<file path="src/ssc_pkg.sv">
// Package for the serial switch control block: command layout, addresses, presets
package ssc_pkg;
    localparam int          CMD_W           = 8;
    localparam int          SPST_BIT        = 2;
    localparam int          THROW_B_BIT     = 1;
    localparam int          THROW_A_BIT     = 0;
    localparam logic [2:0]  SW_PRESET       = 3'h2;    // Throw B closed, others open
    localparam logic [4:0]  ADDR_HI         = 5'h0d;   // 01101 above the select bit
    localparam logic [1:0]  ADDR_LO         = 2'h2;    // 10 below the select bit
    localparam logic [3:0]  BIT_CNT_FULL    = 4'h8;
    localparam logic [3:0]  BIT_CNT_ACK     = 4'h8;

    // Switch state carried as one struct
    typedef struct packed {
        logic spst_throw;
        logic spdt_throw_b;
        logic spdt_throw_a;
    } ssc_sw_t;

    typedef enum logic [2:0] {
        ST_IDLE,
        ST_ADDR,
        ST_ACK_ADDR,
        ST_CMD,
        ST_ACK_CMD,
        ST_IGNORE
    } ssc_state_t;
endpackage : ssc_pkg

</file>
<file path="src/ssc_top.sv">
// Serial switch control: 2-wire receive-only slave and 3-wire shift port
`timescale 1ns/1ns
`default_nettype none

// Contract
// - Bit 2 drives SPST, bit 1 throw B, bit 0 throw A; bits 7..3 ignored.
// - Applied command bit 1 closes its switch, bit 0 opens it.
// - Power-up preset: SPST open, throw B closed, throw A open.
// - Both transports deliver the same command byte format.
// - Slave answers only address 01101A10, A taken from the select pin.
// - Matching address is acknowledged by pulling data low one clock period.
// - Command byte is acknowledged by pulling data low one clock period.
// - Slave only receives and acknowledges; master drives all transactions.
// - Data falling while clock high is a start condition.
// - Data rising while clock high is a stop; bus then free.
// - Slave always watches for start plus address regardless of history.
// - Shift register takes bits only while chip select is low.
// - Shift register samples data on each serial clock rising edge.
// - Each 3-wire write is eight bits, most significant first.
// - Switch states stay unchanged while bits are shifting.
// - Chip select rising after eight bits loads the command into switches.
// - 2-wire update happens at the falling edge before the command acknowledge.
// - 3-wire update happens at the chip select rising edge.
module ssc_top
(
    input  wire logic           clk,
    input  wire logic           nrst,
    input  wire logic           tw_scl,
    input  wire logic           tw_sda_i,
    output logic                tw_sda_o,
    output logic                tw_sda_oe,
    input  wire logic           addr_sel,
    input  wire logic           sw_sclk,
    input  wire logic           sw_din,
    input  wire logic           sw_cs_n,
    output ssc_pkg::ssc_sw_t    sw_state
);
    import ssc_pkg::*;

    // Two-flop synchronisers for every pin; stage one is read only by stage two
    logic [4:0] sync1;
    logic [4:0] sync2;
    logic [4:0] prev;
    always_ff @(posedge clk or negedge nrst)
    begin
        if (!nrst)
        begin
            sync1 <= 5'h1f;
            sync2 <= 5'h1f;
            prev  <= 5'h1f;
        end
        else
        begin
            sync1 <= {tw_scl, tw_sda_i, sw_sclk, sw_din, sw_cs_n};
            sync2 <= sync1;
            prev  <= sync2;
        end
    end

    // Clean pin levels and edge detects
    wire scl_s      = sync2[4];
    wire sda_s      = sync2[3];
    wire sclk_s     = sync2[2];
    wire din_s      = sync2[1];
    wire cs_n_s     = sync2[0];
    wire scl_rise   = scl_s & ~prev[4];
    wire scl_fall   = ~scl_s & prev[4];
    wire sclk_rise  = sclk_s & ~prev[2];
    wire cs_rise    = cs_n_s & ~prev[0];
    wire start_cond = scl_s & prev[4] & ~sda_s & prev[3];
    wire stop_cond  = scl_s & prev[4] & sda_s & ~prev[3];

    // Address select pin is static but still passes two flops like any other pin
    logic addr_pin_s1;
    logic addr_pin_s2;
    always_ff @(posedge clk or negedge nrst)
    begin
        if (!nrst)
        begin
            addr_pin_s1 <= 1'b0;
            addr_pin_s2 <= 1'b0;
        end
        else
        begin
            addr_pin_s1 <= addr_sel;
            addr_pin_s2 <= addr_pin_s1;
        end
    end
    wire [7:0] own_addr = {ADDR_HI, addr_pin_s2, ADDR_LO};

    // 2-wire receiver state
    ssc_state_t      state;
    ssc_state_t      next_state;
    logic [7:0]      tw_shift;
    logic [3:0]      tw_cnt;
    logic            ack_drive;

    wire [7:0] tw_byte   = {tw_shift[6:0], sda_s};
    wire       last_bit  = scl_rise & (tw_cnt == BIT_CNT_FULL - 4'h1);
    wire       addr_hit  = tw_byte == own_addr;
    wire       eighth_fall = scl_fall & (tw_cnt == BIT_CNT_ACK);
    wire       tw_apply  = (state == ST_CMD) & eighth_fall;

    // Next state; start and stop override everything
    always_comb
    begin
        next_state = state;
        case (state)
            ST_IDLE:     next_state = ST_IDLE;
            ST_ADDR:     if (last_bit) next_state = addr_hit ? ST_ACK_ADDR : ST_IGNORE;
            ST_ACK_ADDR: if (scl_fall & ack_drive) next_state = ST_CMD;
            ST_CMD:      if (eighth_fall) next_state = ST_ACK_CMD;
            ST_ACK_CMD:  if (scl_fall & ack_drive) next_state = ST_IGNORE;
            ST_IGNORE:   next_state = ST_IGNORE;
            default:     next_state = ST_IDLE;
        endcase
        if (start_cond)
            next_state = ST_ADDR;
        else if (stop_cond)
            next_state = ST_IDLE;
    end

    always_ff @(posedge clk or negedge nrst)
    begin
        if (!nrst)
            state <= ST_IDLE;
        else
            state <= next_state;
    end

    // Bit counter and shifter; counter reaches 8 after the eighth rising edge of the command byte, but holds at 7 on the address byte
    always_ff @(posedge clk or negedge nrst)
    begin
        if (!nrst)
        begin
            tw_cnt   <= 4'h0;
            tw_shift <= 8'h00;
        end
        else if (start_cond || (next_state != state))
        begin
            tw_cnt   <= (next_state == ST_CMD && state != ST_ADDR) ? 4'h0 : tw_cnt;
            tw_shift <= tw_shift;
            if (start_cond)
                tw_cnt <= 4'h0;
        end
        else if (scl_rise && (state == ST_ADDR || state == ST_CMD) && tw_cnt != BIT_CNT_FULL)
        begin
            tw_shift <= tw_byte;   // MSB first
            tw_cnt   <= tw_cnt + 4'h1;
        end
    end

    // Acknowledge: drive low from the falling edge after bit 8 to the next falling edge
    // The command acknowledge starts on the same fall that applies the command, else it comes a clock late
    always_ff @(posedge clk or negedge nrst)
    begin
        if (!nrst)
            ack_drive <= 1'b0;
        else if (start_cond || stop_cond)
            ack_drive <= 1'b0;
        else if ((scl_fall && state == ST_ACK_ADDR && !ack_drive) || tw_apply)
            ack_drive <= 1'b1;
        else if (scl_fall)
            ack_drive <= 1'b0;
    end

    // Open-drain data pin: only ever pulled low, never returns data
    assign tw_sda_o  = 1'b0;
    assign tw_sda_oe = ack_drive;

    // 3-wire shift register and frame bit count
    logic [7:0] sp_shift;
    logic [3:0] sp_cnt;
    always_ff @(posedge clk or negedge nrst)
    begin
        if (!nrst)
        begin
            sp_shift <= 8'h00;
            sp_cnt   <= 4'h0;
        end
        else if (cs_n_s)
            sp_cnt   <= 4'h0;
        else if (sclk_rise)
        begin
            sp_shift <= {sp_shift[6:0], din_s};
            sp_cnt   <= (sp_cnt == BIT_CNT_FULL) ? sp_cnt : sp_cnt + 4'h1;
        end
    end
    // Short frames are dropped; longer keep the last eight bits
    wire sp_apply = cs_rise & (prev[0] == 1'b0) & (sp_cnt == BIT_CNT_FULL);

    // Command decode shared by both transports
    function automatic ssc_sw_t decode_cmd(input logic [CMD_W-1:0] cmd);
        ssc_sw_t s;
        s.spst_throw   = cmd[SPST_BIT];
        s.spdt_throw_b = cmd[THROW_B_BIT];
        s.spdt_throw_a = cmd[THROW_A_BIT];
        return s;
    endfunction : decode_cmd

    // Switch register; holds during shifting, updates only on apply
    always_ff @(posedge clk or negedge nrst)
    begin
        if (!nrst)
            sw_state <= SW_PRESET;
        else if (sp_apply)
            sw_state <= decode_cmd(sp_shift);
        else if (tw_apply)
            sw_state <= decode_cmd(tw_shift);
    end

    // Assertions
    logic past_valid;
    always_ff @(posedge clk or negedge nrst)
    begin
        if (!nrst)
            past_valid <= 1'b0;
        else
            past_valid <= 1'b1;
    end

    property p_preset;
        @(posedge clk) $rose(nrst) |-> sw_state == SW_PRESET;
    endproperty
    a_preset: assert property (p_preset) else $error("preset wrong");

    property p_sp_load;
        @(posedge clk) disable iff (!nrst) sp_apply |=> sw_state == $past(sp_shift[2:0]);
    endproperty
    a_sp_load: assert property (p_sp_load) else $error("3-wire load wrong");

    property p_hold;
        @(posedge clk) disable iff (!nrst) past_valid && !sp_apply && !tw_apply |=> $stable(sw_state);
    endproperty
    a_hold: assert property (p_hold) else $error("switches moved without apply");

    property p_tw_load;
        @(posedge clk) disable iff (!nrst) tw_apply && !sp_apply |=> sw_state == $past(tw_shift[2:0]);
    endproperty
    a_tw_load: assert property (p_tw_load) else $error("2-wire load wrong");

    property p_nack;
        @(posedge clk) disable iff (!nrst) state == ST_IGNORE |-> !tw_sda_oe;
    endproperty
    a_nack: assert property (p_nack) else $error("drove data while ignoring");

    property p_start;
        @(posedge clk) disable iff (!nrst) start_cond |=> state == ST_ADDR && tw_cnt == 4'h0;
    endproperty
    a_start: assert property (p_start) else $error("start not taken");

    property p_stop;
        @(posedge clk) disable iff (!nrst) stop_cond && !start_cond |=> state == ST_IDLE && !tw_sda_oe;
    endproperty
    a_stop: assert property (p_stop) else $error("stop not taken");

    property p_ack_addr;
        @(posedge clk) disable iff (!nrst) state == ST_ACK_ADDR && scl_fall && !ack_drive && !start_cond
            && !stop_cond |=> tw_sda_oe;
    endproperty
    a_ack_addr: assert property (p_ack_addr) else $error("no address acknowledge");

    property p_cs_only;
        @(posedge clk) disable iff (!nrst) cs_n_s |=> sp_cnt == 4'h0;
    endproperty
    a_cs_only: assert property (p_cs_only) else $error("counted while deselected");

    property p_short;
        @(posedge clk) disable iff (!nrst) cs_rise && sp_cnt != BIT_CNT_FULL && !tw_apply |=> $stable(sw_state);
    endproperty
    a_short: assert property (p_short) else $error("short frame applied");

    // 2-wire acknowledge and framing checks
    property p_cmd_ack;
        @(posedge clk) disable iff (!nrst) tw_apply |=> tw_sda_oe;
    endproperty
    a_cmd_ack: assert property (p_cmd_ack) else $error("no command acknowledge");

    property p_ack_len;
        @(posedge clk) disable iff (!nrst) tw_sda_oe && scl_fall |=> !tw_sda_oe;
    endproperty
    a_ack_len: assert property (p_ack_len) else $error("acknowledge longer than one clock");

    property p_ack_addr_end;
        @(posedge clk) disable iff (!nrst) state == ST_ACK_ADDR && scl_fall && ack_drive
            |=> state == ST_CMD && tw_cnt == 4'h0 && !tw_sda_oe;
    endproperty
    a_ack_addr_end: assert property (p_ack_addr_end) else $error("address acknowledge did not end");

    property p_cmd_done;
        @(posedge clk) disable iff (!nrst) state == ST_ACK_CMD && scl_fall && ack_drive
            |=> state == ST_IGNORE && !tw_sda_oe;
    endproperty
    a_cmd_done: assert property (p_cmd_done) else $error("extra byte not ignored");

    property p_addr_miss;
        @(posedge clk) disable iff (!nrst) state == ST_ADDR && last_bit && !addr_hit |=> state == ST_IGNORE;
    endproperty
    a_addr_miss: assert property (p_addr_miss) else $error("foreign address not ignored");

    property p_ign_hold;
        @(posedge clk) disable iff (!nrst) state == ST_IGNORE && !start_cond && !stop_cond |=> state == ST_IGNORE;
    endproperty
    a_ign_hold: assert property (p_ign_hold) else $error("left ignore without start or stop");

    property p_ack_only;
        @(posedge clk) disable iff (!nrst) tw_sda_oe |-> state == ST_ACK_ADDR || state == ST_ACK_CMD;
    endproperty
    a_ack_only: assert property (p_ack_only) else $error("data driven outside an acknowledge");

    // 3-wire port checks
    property p_shift_in;
        @(posedge clk) disable iff (!nrst) sclk_rise && !cs_n_s
            |=> sp_shift == {$past(sp_shift[6:0]), $past(din_s)};
    endproperty
    a_shift_in: assert property (p_shift_in) else $error("shift register missed a bit");

    property p_cs_freeze;
        @(posedge clk) disable iff (!nrst) cs_n_s |=> $stable(sp_shift);
    endproperty
    a_cs_freeze: assert property (p_cs_freeze) else $error("shifted while deselected");

    property p_sp_keep;
        @(posedge clk) disable iff (!nrst) !cs_n_s && !tw_apply |=> $stable(sw_state);
    endproperty
    a_sp_keep: assert property (p_sp_keep) else $error("switches moved while shifting");

    property p_cnt_max;
        @(posedge clk) disable iff (!nrst) sp_cnt <= BIT_CNT_FULL;
    endproperty
    a_cnt_max: assert property (p_cnt_max) else $error("frame count overran");

    // Cover points for the main scenarios
    c_short: cover property (@(posedge clk) disable iff (!nrst) cs_rise && sp_cnt != BIT_CNT_FULL);
    c_sp: cover property (@(posedge clk) disable iff (!nrst) sp_apply);
    c_tw: cover property (@(posedge clk) disable iff (!nrst) tw_apply);
    c_ign: cover property (@(posedge clk) disable iff (!nrst) state == ST_IGNORE);
    c_ack: cover property (@(posedge clk) disable iff (!nrst) state == ST_ACK_CMD && tw_sda_oe);
endmodule : ssc_top

`default_nettype wire

</file>
<file path="config.mk">
export PLATFORM = sky130hd
export DESIGN_NAME = ssc_top
export DESIGN_NICKNAME = d
export VERILOG_FILES = /design/src/ssc_pkg.sv /design/src/ssc_top.sv
export SDC_FILE = /design/constraint.sdc
export NUM_CORES = 1
export LEC_CHECK = 0
export ABC_AREA = 1
export BUFFER_PORTS_ARGS = -buffer_cell sky130_fd_sc_hd__buf_2
export CAP_MARGIN = 20
export CORE_MARGIN = 5
export CORE_UTILIZATION = 53
export CTS_BUF_LIST = sky130_fd_sc_hd__clkbuf_8
export DETAILED_ROUTE_END_ITERATION = 16
export GPL_TIMING_DRIVEN = 0
export PLACE_DENSITY = 0.84
export SLEW_MARGIN = 10
export SYNTH_ARGS = -nofsm -noshare
export SYNTH_HDL_FRONTEND = slang
export SYNTH_SLANG_ARGS = --single-unit
</file>
<file path="constraint.sdc">
create_clock -name clk -period 1.8 [get_ports clk]
set_clock_uncertainty 0.1 [all_clocks]
set_input_delay 0.18 -clock clk [delete_from_list [all_inputs] [get_ports clk]]
set_output_delay 0.18 -clock clk [all_outputs]
set_load 0.01 [all_outputs]
</file>
==> results.json, run 1 <==
{
  "syn_inst": 237,
  "power_density_nw_per_um2": 999,
  "synthTopCellsByArea": "dfrtp_1 (33%), dfstp_2 (20%), nand2_1 (15%)",
  "dp_slack_ns": -0.438,
  "synth_area_leader_cell": "dfrtp_1",
  "routed_wl_mm": 4.55,
  "drt_iter0_drc": 168,
  "yosys-top-cells-count": "nand2_1 (80), inv_1 (29), dfrtp_1 (26), nand3_1 (24), nor2_1 (18)",
  "power_frac_comb": 0.269,
  "crit_arrival_ns": 2.57,
  "syn_area_per_cell_um2": 8.25,
  "num-fill-cells": 240,
  "wire_per_inst_um": 13.6,
  "port_buffers": 11,
  "synth_xor_area_frac": 0.00448,
  "cts_buffer_depth": 2,
  "worstSetupStartpointType": "flip-flop",
  "ys_types": 25,
  "synth_nets": 249,
  "place_congestion": 0.860,
  "period_needed_ns": 2.43,
  "fmaxAchievable_mhz": 411,
  "cts_buffers": 5,
  "worst_slack_ns": -0.630,
  "dpl.hpwl_mm": 2.47,
  "sw_frac_of_total": 0.302,
  "synth_mux_area_frac": 0,
  "synth_fa_ha_area_frac": 0.0256,
  "yosys_warnings": 0,
  "cellInternalPower_uw": 1780,
  "ant_nets": 0,
  "cts_tree": "built",
  "grt_pass1_wl_mm": 7.14,
  "path_max_fanout": 5,
  "relSlewSlack": 0.409,
  "grt_use_total": 0.179,
  "drcViolationCount": 0,
  "ys_ff_latch": 41,
  "finalPower_uw": 2550,
  "grt_max_degree": 42,
  "start_util": 0.542,
  "yosysMostFrequentCell": "nand2_1",
  "row_count": 22,
  "die_x_um": 70.7,
  "cts-htree-levels": 2,
  "leakagePower_uw": 0.00130,
  "fin_tns_setup_ns": -6.62,
  "drt_first_pass_iters": 4,
  "die_area_um2": 5000,
  "crit_required_ns": 1.94,
  "antenna_cells": 0,
  "rsz0062_at_grt": "yes",
  "ios": 13,
  "tightest_slew_ns": 0.886,
  "viasPerCell": 5.21,
  "p_switching_uw": 770,
  "pwr-share-seq": 0.445,
  "synth_top_family_by_area": "simple AND/OR/NAND/NOR gates",
  "pwr-share-clk": 0.286,
  "synth-edff-count": 0,
  "syn_area_um2": 1950,
  "clkSinkCount": 41,
  "clkLatencyLatePin_ns": 0.30,
  "slew_viol_final": 0,
  "cap_violations": 0,
  "dpl.cell_count": 296,
  "stdcell_count": 334,
  "peakVddDrop_v": 0.000689,
  "antenna_found_initial": 0,
  "outcome": "finished with violations",
  "vias": 1739,
  "dieHeight_um": 70.7,
  "yosys.area.top_type_share": 0.333,
  "synth-simple-area-share": 0.318,
  "synth-seq-area-share": 0.535,
  "root_buffer": "clkbuf_8",
  "clk_pin_slew_ns": 0.07,
  "async_reset_ff_frac": 1.00,
  "synth_compound_area_frac": 0.0435,
  "area_growth_pct": 30.5,
  "worstSetupPathType": "flip-flop to flip-flop",
  "coreArea_um2": 3610,
  "min_path_type": "flip-flop to flip-flop",
  "finalSetupViolCount": 11,
  "finalHoldViolations": 0,
  "grt_pass1_vias": 1603,
  "finalCritPeriodShare": 1.35,
  "drive_above_1_share": 0.360,
  "violations": "setup timing",
  "grt_overflow": 0,
  "layout.nets": 297,
  "endpoint_kind": "flip-flop",
  "ys.flop_type": "dfrtp_1"
}
## final timing paths
path	to	slack, ns	cells past startpoint	start
worst max-delay path	tw_shift[0]	-0.63	17	tw_cnt[0]
worst min-delay path	addr_pin_s2	0.25	0	addr_pin_s1
worst max register to register	tw_shift[0]	-0.63	17	tw_cnt[0]
worst min register to register	addr_pin_s2	0.25	0	addr_pin_s1
max in group asynchronous	tw_cnt[1]	0.54	2	nrst
min in group asynchronous	sp_shift[1]	0.45	2	nrst
## stage by stage
stage / util / hold slack [ns] / area, µm²
finish: 0.707 / 0.251 / 2550
global placement: 0.575 / 0.185 / 2070
detailed placement: 0.575 / 0.187 / 2070
CTS: 0.663 / 0.253 / 2390
floorplan: - / -0.216 / 1960
global route: 0.707 / 0.260 / 2550
## state kept, by name (all words and copies together), names as in the netlist
signal       flops
addr_pin_s1      1
addr_pin_s2      1
prev             4
sp_cnt           4
sp_shift         3
state            3
sw_state         3
sync1            5
sync2            5
tw_cnt           4
tw_sda_oe        1
tw_shift         7
## worst max-delay path, cell delays in order, from the launching register on
cell and delay (ns):
dfrtp_1 0.44, inv_2 0.11, ha_4 0.15, nand2_4 0.05, nor2_4 0.17, nand2_2 0.09, a21oi_2 0.18, nand2_2 0.09
nand2_2 0.07, nand2_1 0.05, nand2_1 0.06, nand2_1 0.07, nor2_2 0.14, nand2_2 0.09, nor2_4 0.21, buf_6 0.15
nand3_1 0.09, nand2_2 0.09
## cells by family after synthesis
kind of cell,count (synthesis)
flops,41
compound gates,16
simple gates,140
buf+inv,34
other cells,1
xor+xnor,1
fa+ha+maj,4
## cells in the final DEF (no fill, tap or decap), types with 6 or more instances in the layout
master,netlist,routed
buf_2,1,12
buf_4,1,22
dfrtp_1,26,25
dfstp_2,15,15
dlygate4sd3_1,0,7
inv_1,29,27
nand2_1,80,64
nand2_2,4,18
nand3_1,24,21
nor2_1,18,16
nor2_2,5,6
o21ai_0,7,7
## per-layer routing
| metal | share of wire | vias up | global-route usage |
|---|---|---|---|
| li1 | - | 840 | - |
| met1 | 0.42 | 800 | 0.229 |
| met2 | 0.47 | 71 | 0.281 |
| met3 | 0.055 | 28 | 0.0426 |
| met4 | 0.054 | 0 | 0.0939 |
| met5 | 0 | - | 0 |
## area by class of cell
type / count / area, µm² / share of cell area
clock buffer: 5 / 68.8 / 0.0270
buffer: 3 / 23.8 / 0.00932
clock inverter: 3 / 42.5 / 0.0167
timing repair buffer: 41 / 305 / 0.120
multi-input combinational: 162 / 887 / 0.348
sequential: 41 / 1050 / 0.410
inverter: 31 / 116 / 0.0456
tap: 48 / 60.1 / 0.0236
## power groups by stage
stage | logic, µW | registers (µW) | clock network (µW)
detailed placement | 353 | 1130 | 0
global placement | 335 | 1130 | 0
floorplan | 271 | 1110 | 0
CTS | 520 | 1120 | 748
global route | 740 | 1150 | 789
finish | 684 | 1130 | 730
## repair_timing
| action | CTS | global route |
|---|---|---|
| hold buffers | 7 | 0 |
| resized for setup | 5 | 32 |
| pin swaps | 1 | 17 |
| buffers inserted | 15 | 7 |
| hold endpoints to repair | 32 | 0 |
| gates cloned | 0 | 1 |
| endpoints found under the setup margin | 11 | 11 |
(Power assumes the default switching activity.)
==> run 2, diff against run 1 <==
--- a/config.mk
+++ b/config.mk
@@ -6,14 +6,15 @@
 export NUM_CORES = 1
 export LEC_CHECK = 0
 export ABC_AREA = 1
-export BUFFER_PORTS_ARGS = -buffer_cell sky130_fd_sc_hd__buf_2
 export CAP_MARGIN = 20
 export CORE_MARGIN = 5
 export CORE_UTILIZATION = 53
 export CTS_BUF_LIST = sky130_fd_sc_hd__clkbuf_8
 export DETAILED_ROUTE_END_ITERATION = 16
+export DONT_BUFFER_PORTS = 1
 export GPL_TIMING_DRIVEN = 0
-export PLACE_DENSITY = 0.84
+export PLACE_DENSITY = 0.81
+export SKIP_CTS_REPAIR_TIMING = 1
 export SLEW_MARGIN = 10
 export SYNTH_ARGS = -nofsm -noshare
 export SYNTH_HDL_FRONTEND = slang
==> run 2 against run 1 <==
Compared with the run above: clock power shrank 11%; critical path depth is the same; largest power group unchanged; the run still ends with setup timing left; combinational power shrank 40%; hold slack gained 0.0041 ns; sequential power is essentially flat; utilization shrank 6.9 points; non-clock buffer count shrank 27; die area is the same; sequential share of layout area grew 4.4 points; via count shrank 12%.
==> results.json, run 2 (same netlist as run 1, synthesis figures left out) <==
{
  "critPathBufInv": 3,
  "row_count": 22,
  "path_delay_family": "simple AND/OR/NAND/NOR gates",
  "met2WireLength_mm": 1.80,
  "cts_tree": "built",
  "endpoint_kind": "flip-flop",
  "slew_viol_final": 0,
  "outcome": "finished with violations",
  "route.met3.wl_um": 143,
  "finalSetupViolCount": 11,
  "finalHoldViolations": 0,
  "place_congestion": 0.884,
  "sw_frac_of_total": 0.319,
  "clkSinkCount": 41,
  "pwr-share-clk": 0.298,
  "area_growth_pct": 17.7,
  "cts_buffer_depth": 2,
  "cts_buffers": 5,
  "peakVddDrop_v": 0.000593,
  "p_switching_uw": 698,
  "drcViolationCount": 0,
  "drive_above_1_share": 0.224,
  "leakagePower_uw": 0.00118,
  "port_buffers": 0,
  "clk_pin_slew_ns": 0.09,
  "power_frac_comb": 0.189,
  "cp_slowest_cell": "dfrtp_1",
  "path_max_fanout": 5,
  "fmaxAchievable_mhz": 436,
  "cap_violations": 0,
  "crit_chain": "buf_4, ha_1, nand2_1, inv_1, nand2_1, nor2_2, nand2_1, nand2_1, nand3_1, nand2_1, nand2_1, nor2_2, nand2_2, nor2_4, buf_4, nand3_1, nand2_1",
  "rsz0062_at_grt": "yes",
  "worst_slack_ns": -0.495,
  "final_cell_mix": "nand2_1 (73), inv_1 (28), dfrtp_1 (26)",
  "relSlewSlack": 0.582,
  "clkLatencyLatePin_ns": 0.30,
  "worst_hold_slack_ns": 0.255,
  "finalCritPeriodShare": 1.28,
  "wl_met1_mm": 1.68,
  "cts-htree-levels": 2,
  "power_density_nw_per_um2": 951,
  "pwr-share-seq": 0.513,
  "worstSetupStartpointType": "flip-flop",
  "tightest_slew_ns": 0.622,
  "grt_max_degree": 42,
  "worstSetupPathType": "flip-flop to flip-flop",
  "start_util": 0.542,
  "cellInternalPower_uw": 1490,
  "dpl.hpwl_mm": 2.41,
  "crit_arrival_ns": 2.44,
  "wire_per_inst_um": 11.9,
  "routed_wl_mm": 3.65,
  "layout.nets": 270,
  "dieHeight_um": 70.7,
  "viasPerCell": 4.98,
  "min_path_type": "input pin to asynchronous set/reset pin",
  "critPathMaxStageDelay_ns": 0.38,
  "antenna_cells": 0,
  "num-fill-cells": 310,
  "ant_nets": 0,
  "period_needed_ns": 2.30,
  "root_buffer": "clkbuf_8",
  "top_register": "tw_shift",
  "antenna_found_initial": 0,
  "violations": "setup timing",
  "largest_reg_flops": 7,
  "drt_first_pass_iters": 4,
  "final_util": 0.638,
  "coreArea_um2": 3610,
  "routed.top_layer": "met4",
  "vias": 1529,
  "die_x_um": 70.7,
  "ios": 13,
  "drt_iter0_drc": 138,
  "reg_top3": "tw_shift x7, sync1 x5, sync2 x5",
  "grt_use_total": 0.152,
  "grt_overflow": 0,
  "crit_required_ns": 1.94,
  "die_area_um2": 5000,
  "crit_top_cell": "nand2_1",
  "grt_pass1_vias": 1395,
  "grt_pass1_wl_mm": 6.10,
  "layout_commonest_cell": "nand2_1"
}
[run 2: cell types whose count changed in the layout (fill, tap and decap cells not counted), sizes merged]
cell    delta
buf       -27
inv        +2
bufinv     -1
clkinv     -1
[run 2: per-layer routing]
metal | GRT usage | up-vias
met2 | 0.241 | 28
met5 | 0 | -
met1 | 0.194 | 715
li1 | - | 783
met4 | 0.0564 | 0
met3 | 0.0526 | 3
[run 2: worst paths after layout]
path	startpoint	end	slack, ns	cells past startpoint
worst max-delay path	tw_cnt[0]	tw_cnt[0]	-0.50	17
worst min-delay path	nrst	sp_shift[0]	0.26	2
worst max register to register	tw_cnt[0]	tw_cnt[0]	-0.50	17
worst min register to register	addr_pin_s1	addr_pin_s2	0.26	0
max in group asynchronous	nrst	prev[3]	1.09	2
min in group clk	addr_pin_s1	addr_pin_s2	0.26	0
[run 2: worst reg2reg max path: stages (launching register included)]
cell	delay [ns]
dfrtp_1	0.38
buf_4	0.12
ha_1	0.19
nand2_1	0.07
inv_1	0.09
nand2_1	0.07
nor2_2	0.09
nand2_1	0.07
nand2_1	0.09
nand3_1	0.08
nand2_1	0.10
nand2_1	0.07
nor2_2	0.13
nand2_2	0.09
nor2_4	0.18
buf_4	0.17
nand3_1	0.07
nand2_1	0.07
[run 2: cell type report]
| type | count | area (µm²) | share of cell area |
|---|---|---|---|
| clock buffers | 5 | 68.8 | 0.0299 |
| flip-flops and latches | 41 | 1040 | 0.454 |
| clock inverters | 3 | 28.8 | 0.0125 |
| well taps | 48 | 60.1 | 0.0261 |
| inverters | 31 | 116 | 0.0506 |
| repair buffers | 14 | 143 | 0.0620 |
| plain buffers | 3 | 23.8 | 0.0103 |
| multi-input cells | 162 | 815 | 0.354 |
[run 2: power groups by stage]
stage | clock [µW] | sequential (µW) | combinational (µW)
5_1_grt | 720 | 1140 | 475
4_1_cts | 669 | 1120 | 328
3_3_place_gp | 0 | 1130 | 311
3_5_place_dp | 0 | 1140 | 324
6_report | 652 | 1120 | 413
2_1_floorplan | 0 | 1110 | 271
[run 2: per-stage QoR]
| stage | setup WS [ns] | TNS, ns | power, µW | cell area (µm²) | std cells |
|---|---|---|---|---|---|
| floorplan | -0.156 | -1.54 | 1380 | 1960 | 237 |
| global placement | -0.399 | -4.09 | 1440 | 2020 | 285 |
| detailed placement | -0.446 | -4.52 | 1460 | 2020 | 285 |
| CTS | -0.473 | -4.83 | 2120 | 2110 | 293 |
| global route | -0.706 | -7.50 | 2330 | 2300 | 307 |
| finish | -0.495 | -5.18 | 2190 | 2300 | 307 |
==> run 3, diff against run 2 <==
--- a/config.mk
+++ b/config.mk
@@ -7,9 +7,7 @@
 export LEC_CHECK = 0
 export ABC_AREA = 1
 export CAP_MARGIN = 20
-export CORE_MARGIN = 5
 export CORE_UTILIZATION = 53
-export CTS_BUF_LIST = sky130_fd_sc_hd__clkbuf_8
 export DETAILED_ROUTE_END_ITERATION = 16
 export DONT_BUFFER_PORTS = 1
 export GPL_TIMING_DRIVEN = 0
==> run 3 against run 2 <==
Compared with the run above: the flow still finishes with violations (setup timing); register-to-register slack got worse by 0.03 ns; critical path depth decreased by 3; global-route usage increased by 5.1 points; flip-flop and latch count unchanged; hold slack got worse by 0.0018 ns; die area decreased by 21%; sequential share of layout area decreased by 1.2 points; combinational power increased by 9.7%; power increased by 1.1%; critical path type unchanged; critical endpoint is now tw_shift[2]; largest cell class unchanged; highest routed layer unchanged.
==> results.json, run 3 (same netlist as run 1, synthesis figures left out) <==
{
  "outcome": "finished with violations",
  "violations": "setup timing",
  "grt_pass1_vias": 1427,
  "root_buffer": "clkbuf_8",
  "vias": 1572,
  "viasPerCell": 5.10,
  "dpl.hpwl_mm": 2.49,
  "ios": 13,
  "period_needed_ns": 2.32,
  "cts-htree-levels": 2,
  "finalHoldViolations": 0,
  "slew_viol_final": 0,
  "layout_commonest_cell": "nand2_1",
  "min_from": "sync1[4]",
  "antenna_cells": 0,
  "row_count": 21,
  "finalCritPeriodShare": 1.29,
  "whs_path_depth": 0,
  "clkLatencyLatePin_ns": 0.29,
  "cts_tree": "built",
  "cts_buffer_depth": 2,
  "top_register": "tw_shift",
  "peakVddDrop_v": 0.000571,
  "critPathMaxStageDelay_ns": 0.62,
  "drcViolationCount": 0,
  "finalSetupViolCount": 11,
  "path_max_fanout": 6,
  "ff2ff_setup_slack_ns": -0.52,
  "wire_per_inst_um": 12.5,
  "port_buffers": 0,
  "crit_top_cell": "nand2_1",
  "worstSetupStartpointType": "flip-flop",
  "dieHeight_um": 62.7,
  "tightest_slew_ns": 0.905,
  "relSlewSlack": 0.391,
  "rr_startpoint": "sync2[4]",
  "endpoint_kind": "flip-flop",
  "grt_max_degree": 42,
  "layout.nets": 273,
  "grt_use_total": 0.203,
  "worstSetupStartpoint": "sync2[4]",
  "r2r_end": "tw_shift[2]",
  "crit_chain": "buf_4, nand4_1, nand2_1, nor2_2, nand2_1, nand2_1, nand2_1, nand2_1, nor2_2, nand2_2, nor2_4, buf_2, nand3_1, nand2_1",
  "drt_iter0_drc": 174,
  "die_area_um2": 3930,
  "min_to": "sync2[4]",
  "reg_top3": "tw_shift x7, sync1 x5, sync2 x5",
  "routed_wl_mm": 3.84,
  "antenna_found_initial": 0,
  "finalPower_uw": 2210,
  "cts_buffers": 5,
  "worst_slack_ns": -0.525,
  "reg2reg_depth": 14,
  "worst_hold_slack_ns": 0.254,
  "crit_required_ns": 1.94,
  "power_density_nw_per_um2": 936,
  "cp_slowest_cell": "dfstp_2",
  "fmaxAchievable_mhz": 430,
  "die_x_um": 62.7,
  "drt_first_pass_iters": 4,
  "grt_overflow": 0,
  "final_cell_mix": "nand2_1 (72), inv_1 (26), dfrtp_1 (26)",
  "largest_reg_flops": 7,
  "start_util": 0.568,
  "ant_nets": 0,
  "worstSetupPathType": "flip-flop to flip-flop",
  "drive_above_1_share": 0.260,
  "rsz0062_at_grt": "yes",
  "clkSinkCount": 41,
  "coreArea_um2": 3440,
  "crit_arrival_ns": 2.46,
  "dp_slack_ns": -0.448,
  "leakagePower_uw": 0.00119,
  "min_path_type": "flip-flop to flip-flop",
  "place_congestion": 0.862,
  "area_growth_pct": 20.9,
  "grt_pass1_wl_mm": 6.30,
  "cap_violations": 0,
  "clk_pin_slew_ns": 0.09
}
[run 3: changes by cell type in the layout (fill, tap and decap cells not counted), sizes merged]
cell and change:
inv -1, buf +3, clkinvlp +1
[run 3: per-stage QoR]
step / TNS, ns / util / std cells / instance area (µm²)
global route: -7.70 / 0.686 / 308 / 2360
global placement: -3.93 / 0.585 / 283 / 2010
detailed placement: -4.59 / 0.585 / 283 / 2010
CTS: -4.84 / 0.613 / 291 / 2110
floorplan: -1.54 / - / 237 / 1960
finish: -5.48 / 0.686 / 308 / 2360
[run 3: metal layers]
metal | share of wire | vias to the layer above | track usage
li1 | - | 787 | -
met1 | 0.45 | 743 | 0.267
met2 | 0.49 | 32 | 0.330
met3 | 0.037 | 10 | 0.0438
met4 | 0.022 | 0 | 0.0756
met5 | 0 | - | 0
[run 3: where the power goes]
part	leakage (µW)	internal, µW	total [µW]	switching, µW
combinational	0.000647	182	453	271
sequential	0.000502	1030	1130	99.9
clock	0.0000452	282	626	344
[run 3: final cells by class]
cell class / instances / area (µm²)
Fill cell: 262 / 1080
Multi-Input combinational cell: 162 / 863
Buffer: 3 / 23.8
Clock inverter: 3 / 25.0
Tap cell: 46 / 57.6
Sequential cell: 41 / 1040
Clock buffer: 5 / 68.8
Inverter: 31 / 116
Timing Repair Buffer: 17 / 163
[run 3: worst max-delay path by stage]
stage / endpoint / slack [ns] / depth (start not counted)
2_1_floorplan: tw_shift[0] / -0.16 / 17
3_3_place_gp: tw_shift[4] / -0.38 / 17
3_5_place_dp: tw_shift[5] / -0.45 / 17
4_1_cts: tw_shift[5] / -0.47 / 17
5_1_grt: tw_shift[1] / -0.72 / 15
6_report: tw_shift[2] / -0.52 / 14
[run 3: worst max-delay path: cells and delay by family, from the launching register on]
| family | cells | cell delay, ns |
|---|---|---|
| flip-flops | 1 | 0.62 |
| buffers and inverters | 2 | 0.31 |
| AND/OR/NAND/NOR | 12 | 1.22 |
